==> src/tmwo_pkg.sv <==
// tmwo_pkg: shared constants and carrier types for the 8-bit timer
// waveform output unit; no assumptions beyond a single clock domain.
`default_nettype none
package tmwo_pkg;
  localparam int TMWO_WIDTH = 8;
  localparam logic [7:0] TMWO_BOTTOM = 8'h00;
  localparam logic [7:0] TMWO_MAX = 8'hFF;
  localparam logic [7:0] TMWO_CNT_RESET = 8'h00;
  localparam logic [7:0] TMWO_CMP_RESET = 8'h00;
  localparam logic TMWO_OUT_RESET = 1'b0;

  // waveform_mode_select codes
  localparam logic [2:0] TMWO_WGM_NORMAL = 3'h0;
  localparam logic [2:0] TMWO_WGM_CTC = 3'h2;
  localparam logic [2:0] TMWO_WGM_FAST_MAX = 3'h3;
  localparam logic [2:0] TMWO_WGM_FAST_REG = 3'h7;
  localparam int TMWO_WGM_TOPREG_BIT = 2;

  // compare_output_mode codes
  localparam logic [1:0] TMWO_COM_OFF = 2'h0;
  localparam logic [1:0] TMWO_COM_TOGGLE = 2'h1;
  localparam logic [1:0] TMWO_COM_CLEAR = 2'h2;
  localparam logic [1:0] TMWO_COM_SET = 2'h3;

  // software side controls for one compare channel
  typedef struct packed {
    logic [1:0] compare_output_mode;
    logic [7:0] compare_value;
    logic compare_value_write;
    logic force_compare_strobe;
    logic compare_flag_clear;
    logic output_pin_direction_bit;
    logic port_value;
  } tmwo_chan_ctrl_type;

  // pin side of one channel
  typedef struct packed {
    logic pin_value;
    logic pin_enable;
  } tmwo_pin_type;
endpackage
`default_nettype wire

==> src/tmwo_top.sv <==
// tmwo_top: 8-bit timer counter with two compare channels in normal,
// clear-on-match and fast pwm modes; tick_in is a one-cycle prescaler
// enable on clock_in, all controls are same-domain plain ports.
`default_nettype none
module tmwo_top
  import tmwo_pkg::*;
#(
  parameter int WIDTH = TMWO_WIDTH
) (
  input wire logic clock_in,
  input wire logic reset_in,
  input wire logic tick_in,
  input wire logic [2:0] waveform_mode_select_in,
  input wire logic counter_write_in,
  input wire logic [7:0] counter_write_value_in,
  input wire logic overflow_flag_clear_in,
  input wire tmwo_chan_ctrl_type channel_a_ctrl_in,
  input wire tmwo_chan_ctrl_type channel_b_ctrl_in,
  output logic [7:0] counter_value_out,
  output logic overflow_flag_out,
  output logic compare_flag_a_out,
  output logic compare_flag_b_out,
  output logic channel_a_output_out,
  output logic channel_b_output_out,
  output tmwo_pin_type channel_a_pin_out,
  output tmwo_pin_type channel_b_pin_out
);
  // the counter, compares and flags are all built for one byte
  if (WIDTH != TMWO_WIDTH) begin
    $error("tmwo_top supports an 8-bit counter only");
  end

  logic [7:0] cnt_reg, cnt_next;
  logic ovf_reg, ovf_next;
  logic blk_reg, blk_next;
  logic pwm, at_top, ovf_set;
  logic [7:0] top_value, cmp_a;
  logic match_a, match_b;

  // the pwm decode is shared by both channels; modes 1, 4, 5 and 6 unsupported
  always_comb begin
    pwm = (waveform_mode_select_in == TMWO_WGM_FAST_MAX) ||
          (waveform_mode_select_in == TMWO_WGM_FAST_REG);
    case (waveform_mode_select_in)
      TMWO_WGM_FAST_REG: top_value = cmp_a;
      default: top_value = TMWO_MAX;
    endcase
    at_top = pwm && (cnt_reg == top_value);
  end

  always_comb begin
    cnt_next = cnt_reg;
    ovf_next = ovf_reg;
    ovf_set = 1'b0;
    // a counter write masks compare matches for the following tick
    blk_next = blk_reg;
    if (tick_in) begin
      blk_next = 1'b0;
    end
    if (tick_in) begin
      case (waveform_mode_select_in)
        TMWO_WGM_CTC: begin
          if (match_a) begin
            cnt_next = TMWO_BOTTOM;
          end else begin
            cnt_next = cnt_reg + 8'h01;
          end
          ovf_set = (cnt_reg == TMWO_MAX);
        end
        TMWO_WGM_FAST_MAX, TMWO_WGM_FAST_REG: begin
          if (at_top) begin
            cnt_next = TMWO_BOTTOM;
            ovf_set = 1'b1;
          end else begin
            cnt_next = cnt_reg + 8'h01;
          end
        end
        default: begin
          cnt_next = cnt_reg + 8'h01;
          ovf_set = (cnt_reg == TMWO_MAX);
        end
      endcase
    end
    if (counter_write_in) begin
      cnt_next = counter_write_value_in;
      blk_next = 1'b1;
    end
    if (ovf_set) begin
      ovf_next = 1'b1;
    end else if (overflow_flag_clear_in) begin
      ovf_next = 1'b0;
    end
  end

  always_ff @(posedge clock_in or posedge reset_in) begin
    if (reset_in) begin
      cnt_reg <= TMWO_CNT_RESET;
      ovf_reg <= 1'b0;
      blk_reg <= 1'b0;
    end else begin
      cnt_reg <= cnt_next;
      ovf_reg <= ovf_next;
      blk_reg <= blk_next;
    end
  end

  tmwo_channel #(
    .IS_CHANNEL_A(1'b1)
  ) u_chan_a (
    .clock_in(clock_in),
    .reset_in(reset_in),
    .tick_in(tick_in),
    .ctrl_in(channel_a_ctrl_in),
    .count_in(cnt_reg),
    .mode_in(waveform_mode_select_in),
    .pwm_in(pwm),
    .at_top_in(at_top),
    .match_block_in(blk_reg),
    .active_value_out(cmp_a),
    .match_out(match_a),
    .flag_out(compare_flag_a_out),
    .state_out(channel_a_output_out),
    .pin_out(channel_a_pin_out)
  );

  tmwo_channel #(
    .IS_CHANNEL_A(1'b0)
  ) u_chan_b (
    .clock_in(clock_in),
    .reset_in(reset_in),
    .tick_in(tick_in),
    .ctrl_in(channel_b_ctrl_in),
    .count_in(cnt_reg),
    .mode_in(waveform_mode_select_in),
    .pwm_in(pwm),
    .at_top_in(at_top),
    .match_block_in(blk_reg),
    .active_value_out(),
    .match_out(match_b),
    .flag_out(compare_flag_b_out),
    .state_out(channel_b_output_out),
    .pin_out(channel_b_pin_out)
  );

  assign counter_value_out = cnt_reg;
  assign overflow_flag_out = ovf_reg;
endmodule
`default_nettype wire

==> src/tmwo_channel.sv <==
// tmwo_channel: one compare channel (compare register, buffer, flag,
// output state and pin override); counter and tick come from the top.
`default_nettype none
module tmwo_channel
  import tmwo_pkg::*;
#(
  parameter bit IS_CHANNEL_A = 1'b1
) (
  input wire logic clock_in,
  input wire logic reset_in,
  input wire logic tick_in,
  input wire tmwo_chan_ctrl_type ctrl_in,
  input wire logic [7:0] count_in,
  input wire logic [2:0] mode_in,
  input wire logic pwm_in,
  input wire logic at_top_in,
  input wire logic match_block_in,
  output logic [7:0] active_value_out,
  output logic match_out,
  output logic flag_out,
  output logic state_out,
  output tmwo_pin_type pin_out
);
  logic [7:0] buf_reg, buf_next;
  logic [7:0] act_reg, act_next;
  logic flag_reg, flag_next;
  logic oc_reg, oc_next;
  tmwo_pin_type pin_reg, pin_next;
  logic [1:0] com;
  logic is_match;

  always_comb begin
    com = ctrl_in.compare_output_mode;
    buf_next = buf_reg;
    act_next = act_reg;
    flag_next = flag_reg;
    oc_next = oc_reg;
    is_match = (count_in == act_reg) && !match_block_in;
    if (ctrl_in.compare_value_write) begin
      buf_next = ctrl_in.compare_value;
      if (!pwm_in) begin
        act_next = ctrl_in.compare_value;
      end
    end
    if (tick_in) begin
      if (pwm_in && at_top_in) begin
        act_next = buf_reg;
      end
      if (is_match) begin
        flag_next = 1'b1;
      end
      if (!pwm_in) begin
        // mode read live: a new code acts on the next match
        if (is_match || ctrl_in.force_compare_strobe) begin
          case (com)
            TMWO_COM_TOGGLE: oc_next = ~oc_reg;
            TMWO_COM_CLEAR: oc_next = 1'b0;
            TMWO_COM_SET: oc_next = 1'b1;
            default: oc_next = oc_reg;
          endcase
        end
      end else begin
        // bottom action sits in the top-to-bottom tick
        if (at_top_in && com[1]) begin
          oc_next = (com == TMWO_COM_CLEAR);
        end else if (is_match) begin
          case (com)
            TMWO_COM_TOGGLE:
              if (IS_CHANNEL_A && mode_in[TMWO_WGM_TOPREG_BIT]) begin
                oc_next = ~oc_reg;
              end
            TMWO_COM_CLEAR: oc_next = 1'b0;
            TMWO_COM_SET: oc_next = 1'b1;
            default: oc_next = oc_reg;
          endcase
        end
      end
    end
    // set wins over a same-cycle software clear
    if (ctrl_in.compare_flag_clear && !(tick_in && is_match)) begin
      flag_next = 1'b0;
    end
    // override depends only on the mode field, direction on the bit
    pin_next.pin_value = (com != TMWO_COM_OFF) ? oc_next
                         : ctrl_in.port_value;
    pin_next.pin_enable = ctrl_in.output_pin_direction_bit;
  end

  always_ff @(posedge clock_in or posedge reset_in) begin
    if (reset_in) begin
      buf_reg <= TMWO_CMP_RESET;
      act_reg <= TMWO_CMP_RESET;
      flag_reg <= 1'b0;
      oc_reg <= TMWO_OUT_RESET;
      pin_reg <= '0;
    end else begin
      buf_reg <= buf_next;
      act_reg <= act_next;
      flag_reg <= flag_next;
      oc_reg <= oc_next;
      pin_reg <= pin_next;
    end
  end

  assign active_value_out = act_reg;
  assign match_out = (count_in == act_reg) && !match_block_in;
  assign flag_out = flag_reg;
  assign state_out = oc_reg;
  assign pin_out = pin_reg;
endmodule
`default_nettype wire

==> config.mk <==
export PLATFORM = sky130hd
export DESIGN_NAME = tmwo_top
export DESIGN_NICKNAME = d
export VERILOG_FILES = /design/src/tmwo_pkg.sv /design/src/tmwo_top.sv /design/src/tmwo_channel.sv
export SDC_FILE = /design/constraint.sdc
export NUM_CORES = 1
export LEC_CHECK = 0
export ABC_AREA = 1
export BUFFER_PORTS_ARGS = -buffer_cell sky130_fd_sc_hd__buf_2
export CAP_MARGIN = 20
export CORE_UTILIZATION = 30
export CTS_CLUSTER_SIZE = 16
export DETAILED_ROUTE_END_ITERATION = 10
export SYNTH_ARGS = -nofsm -noshare
export SYNTH_HDL_FRONTEND = slang
export SYNTH_SLANG_ARGS = --single-unit
export TNS_END_PERCENT = 5
==> constraint.sdc <==
create_clock -name clock_in -period 1.7 [get_ports clock_in]
set_input_delay 0 -clock clock_in [delete_from_list [all_inputs] [get_ports clock_in]]
set_output_delay 0 -clock clock_in [all_outputs]
set_load 0.03 [all_outputs]
# [After elaboration in Yosys (flattened, before gate mapping)]
# Index checks and enable logic that the tools add are counted.
# Widths: inputs -> output; s select.
[classes] add_sub_neg=1 n_eq_ne=13 muxes=44 bitwise_logic=2 reduce_logical=27
[op_table] operator="$mux 8" n=13
[op_table] operator="$mux 1" n=26
[op_table] operator="$eq 8x8->1" n=3
[op_table] operator="$pmux 8 s2" n=1
[op_table] operator="$reduce_bool 2->1" n=8
[op_table] operator="$logic_and 1x1->1" n=10
[op_table] operator="$pmux 1 s3" n=3
[op_table] operator="$add 8x1->8 const B" n=1
[op_table] operator="$eq 2x2->1 const B" n=4
[op_table] operator="$eq 8x8->1 const B" n=1
[op_table] operator="$eq 3x2->1 const B" n=2
[op_table] operator="$eq 2x1->1 const B" n=2
[op_table] operator="$reduce_and 2->1" n=2
[op_table] operator="$eq 3x3->1 const B" n=1
[op_table] operator="$logic_not 1->1" n=3
[op_table] operator="$logic_or 1x1->1" n=3
[op_table] operator="$not 1->1" n=2
[op_table] operator="$pmux 1 s2" n=1
[op_table] operator="$reduce_or 2->1" n=1
[word_totals] register_bits=50 in_bits=46 output_inout_bits=17 wordCells=102

# [Logic depth before layout (Yosys ltp)]
[logic_depth] ltp_word=9 mapped_depth=16

# [Cells and area by module]
# From an unflattened synthesis, not the netlist that was laid out.
[hier_totals] hier_cells=440 area_unflattened_um2=3106.7
[by_module_without_submodules] module="tmwo_channel at u_chan_b" n_inst=1 cells_per_inst=153 area_each_um2=1126.1 seq_area_each_um2=500.5
[by_module_without_submodules] module="tmwo_channel at u_chan_a" n_inst=1 cells_per_inst=148 area_each_um2=1118.6 seq_area_each_um2=500.5
[by_module_without_submodules] module="tmwo_top" n_inst=1 cells_per_inst=139 area_each_um2=862.1 seq_area_each_um2=250.2

# [Worst setup path after synthesis]
# No wires, ideal clock.
[synth_path] path_kind="flip-flop to flip-flop" startpoint="register cnt_reg[3], in the netlist counter_value_out[3]" endpoint="register u_chan_a.act_reg[5], in the netlist u_chan_a.active_value_out[5]" t_arrival_ns=1.592 setup_slack_ns=-0.009 stages_incl_launch_ff=11 path_buffers=1 synth_period_minus_slack_ns=1.709 cell_sequence="dfrtp_1 -> inv_2 -> nand2_2 -> nand2_2 -> nor2_2 -> nand3_2 -> nor2_4 -> nand3_4 -> buf_6 -> o21ai_1 -> inv_1"
[synth_via] elab_chain_len=5
[synth_rtl] item="start: declaration" line="tmwo_top.sv:33" text="logic [7:0] cnt_reg, cnt_next;"
[synth_rtl] item="start signal: assignment" line="tmwo_top.sv:101" text="cnt_reg <= cnt_next;"
[synth_rtl] item="$eq 8x8->1" line="tmwo_top.sv:48" text="at_top = pwm && (cnt_reg == top_value);"
[synth_rtl] item="$logic_and 1x1->1" line="tmwo_top.sv:48"
[synth_rtl] item="$logic_and 1x1->1" line="tmwo_channel.sv:46" text="if (pwm_in && at_top_in) begin"
[synth_rtl] item="$mux 8" line="tmwo_channel.sv:46"
[synth_rtl] item="$mux 8" line="tmwo_channel.sv:45" text="if (tick_in) begin"
[synth_rtl] item="via u_chan_a.act_next[5]" line="tmwo_channel.sv:25" text="logic [7:0] act_reg, act_next;"
[synth_rtl] item="end signal: assignment" line="tmwo_channel.sv:98" text="act_reg <= act_next;"
[synth_rtl] item="end: declaration" line="tmwo_channel.sv:25"
# The timed path passes the listed nets, and every way through them passes these cells.
# A chain may end at the register's enable or synchronous reset.

# [Worst setup path in the final report]
[layout_path] startpoint="register cnt_reg[3], in the netlist counter_value_out[3]" endpoint="register cnt_reg[7], in the netlist counter_value_out[7]"
[layout_via] elab_chain_len=6 elab_cells_between_ends=10
[layout_rtl] item="parallel branches: the longest is 3 deep, another holds $add 8x1->8"
[layout_rtl] item="$pmux 8 s2 *" line="tmwo_top.sv:61" text="case (waveform_mode_select_in)"
[layout_rtl] item="$mux 8 *" line="tmwo_top.sv:60" text="if (tick_in) begin"
[layout_rtl] item="$mux 8 *" line="tmwo_top.sv:84" text="if (counter_write_in) begin"
# Mark *: on every way between the ends. The select of a mux whose other input is x is not followed.

==> results.sh <==
export IMPL_portBuffers=62
export IMPL_place_area_um2=3480
export IMPL_switching_share_pct=35.4
export IMPL_clk_pin_slew_worst_paths_ns=0.10
export IMPL_drtPass1Iterations=4
export IMPL_start_util_pct=31.3
export IMPL_fmax_mhz=578
export IMPL_grt_max_degree=33
export IMPL_synth_fp_nets=425
export IMPL_comb_power_share_pct=30.9
export IMPL_peakVddDrop_mv=0.321
export IMPL_placed_cells=575
export IMPL_grt_busiest_layer="met2"
export IMPL_power_frac_seq_pct=44.9
export IMPL_vias=2834
export IMPL_p_per_area_nw_per_um2=798
export IMPL_antenna_left=0
export IMPL_period_needed_ns=1.73
export IMPL_vias_per_cell=4.57
export IMPL_clock_root_buffer="clkbuf_8"
export IMPL_cts_inserted_buffers=5
export IMPL_finalSetupViolations=1
export IMPL_slew_viol_final=0
export IMPL_die_area_um2=10100
export IMPL_violations="setup timing"
export IMPL_startpoint="counter_value_out[3]"
export IMPL_p_leak_nw=2.05
export IMPL_nets=537
export IMPL_ys_ff_latch=50
export IMPL_grt_pass1_wl_um=13100
export IMPL_grt_pass1_vias=2690
export IMPL_globalRouteOverflowTotal=0
export IMPL_die_h_um=101
export IMPL_crit_type="flip-flop to flip-flop"
export IMPL_use_met3_pct=2.70
export IMPL_rows=35
export IMPL_post_route_period_util_pct=102
export IMPL_max_cap_violations=0
export IMPL_synth_edf_count=0
export IMPL_syn_area_um2=2920
export IMPL_drc=0
export IMPL_finClkSkew_ns=0.00984
export IMPL_status="finished, violations left"
export IMPL_hpwl_um=6050
export IMPL_clk_path_buf_depth=2
export IMPL_wl_per_cell_um=12.7
export IMPL_synth_largest_area_cell="dfrtp_1"
export IMPL_synth_top_cell_area_share_pct=42.8
export IMPL_ys_warn_count=0
export IMPL_netSwitchingPower_mw=1.14
export IMPL_fp_coreArea_um2=9330
export IMPL_place_congestion=0.918
export IMPL_async_reset_ff_share_pct=100
export IMPL_synth_cell_type_count=34
export IMPL_io_pins=63
export IMPL_min_delay_start="counter_write_value_in[2]"
export IMPL_yosys_top_cells_count="nand2_1 (106), inv_1 (58), dfrtp_1 (50)"
export IMPL_fin_util_pct=43.2
export IMPL_diodes=0
export IMPL_finalHoldViolCount=0
export IMPL_holdCritPathClass="input port to flip-flop"
export IMPL_max_slew_margin_rel_pct=42.0
export IMPL_arrival_ns=1.95
export IMPL_path_max_fanout=7
export IMPL_clk_latency_ns=0.31
export IMPL_use_met2_pct=27.2
export IMPL_final_cell_area_um2=4030
export IMPL_intPower_mw=2.08
export IMPL_clock_sinks=50
export IMPL_start_kind="flip-flop"
export IMPL_synth_flop_cell="dfrtp_1"
export IMPL_cp_end_kind="flip-flop"
export IMPL_tightest_slew_ns=0.867
export IMPL_syn_area_per_cell_um2=7.74
export IMPL_worstPathRequired_ns=1.92
export IMPL_area_delta_synth_final_pct=37.9
export IMPL_syn_inst=378
export IMPL_antenna_found_initial=0
export IMPL_cts_tree="yes"
export IMPL_use_met1_pct=22.7
export IMPL_dp_slack_ns=-0.143
export IMPL_die_x_um=101
export IMPL_fin_cells=620
export IMPL_clockPowerShare_pct=24.2
export IMPL_rsz0062_at_grt="yes"
export IMPL_htreeDepth=2
export IMPL_drt_total_wl_um=7870
export IMPL_reg2reg_from="counter_value_out[3]"
export IMPL_grt_usage_pct=16.5
export IMPL_finalWorstSetupSlack_ns=-0.0292
export IMPL_synth_most_common_cell="nand2_1"
export IMPL_drt_initial_drc_count=116
export IMPL_yosys_top_cells_area="dfrtp_1 (43%), nand2_1 (14%), inv_1 (7.4%)"
export IMPL_drive_gt1_share_pct=33.8
export IMPL_yosysSeqAreaShare_pct=42.8
## placed cells by master (no fill, tap or decap), types with 2 or more instances in the layout
cell type      count
xor2_1             5
a22oi_1            5
buf_12             2
buf_4             22
dlygate4sd3_1     28
nand3_1           21
nand2_1          104
nand4_1            4
nand2_2            8
inv_2              8
o21ai_2           14
o21ai_0           21
inv_1             54
mux2_2            16
o21ai_1            5
dfrtp_2            7
buf_2             62
nand2_4            2
nand3_2            2
dfrtp_1           43
inv_4              2
nor2_4             5
clkbuf_8           6
o22ai_1            2
a21oi_1           12
nor2_1            14
## path summary, 6_finish.rpt
path                                                 to  slack (ns)  cells after the start
min reg2reg                u_chan_b.active_value_out[4]        0.49                      2
min                                counter_value_out[2]        0.02                      3
max in group asynchronous          counter_value_out[7]        0.94                      4
max                                counter_value_out[7]       -0.03                      8
min in group asynchronous           u_chan_a.buf_reg[3]        0.22                      3
max reg2reg                        counter_value_out[7]       -0.03                      8
## cells by family (layout without fill, tap and decap cells)
family,count (synthesis),after routing,synth area share (%)
AO/OA/AOI/OAI,64,64,12.2
XOR/XNOR,5,5,1.50
multiplexers,16,16,6.16
AND/OR/NAND/NOR,168,168,26.5
adder cells (fa/ha/maj),1,1,0.428
buffers and inverters,74,187,10.4
flip-flops,50,50,42.8
## power by group through the flow
stage / Sequential, mW / Clock (mW) / Combinational, mW
2_1_floorplan: 1.52 / 0 / 0.477
3_3_place_gp: 1.46 / 0 / 0.847
3_5_place_dp: 1.46 / 0 / 0.853
4_1_cts: 1.44 / 0.793 / 0.936
5_1_grt: 1.47 / 0.845 / 1.10
6_report: 1.45 / 0.777 / 0.995
## metrics by stage
stage,power [mW],hold slack [ns],setup TNS (ns)
2_1_floorplan,1.99,0.0314,-0.00105
3_3_place_gp,2.31,0.0272,-2.48
3_5_place_dp,2.32,0.0313,-2.88
4_1_cts,3.16,0.0177,0
5_1_grt,3.42,0.0181,-1.37
6_report,3.22,0.0167,-0.0292
## cell type report
| type | count | area [µm²] |
|---|---|---|
| timing repair buffer | 115 | 807 |
| inverter | 64 | 245 |
| fill | 988 | 5300 |
| clock buffer | 6 | 82.6 |
| clock inverter | 2 | 16.3 |
| tap | 129 | 161 |
| sequential | 50 | 1260 |
| multi-input combinational | 254 | 1460 |
## critical path: stages, from the launching register on
cell and delay [ns]:
dfrtp_2 0.49, buf_6 0.13, nand4_4 0.10, or2_1 0.26, or2_4 0.25, nor2_4 0.08
xor2_1 0.14, nand2_1 0.07, a22oi_2 0.12
## per-layer routing
layer  wire (µm)  vias up
met1        3810     1329
met5           0        -
met2        3660       71
met4          67        0
met3         332        6
li1            -     1428
## repair_timing
item	CTS	global route
hold endpoints to repair	41	0
hold buffers	28	0
cloned	0	0
pin swaps	1	3
gates resized for setup	6	28
setup buffers	4	5
endpoints found under the setup margin	28	27
(Power assumes the default switching activity.)
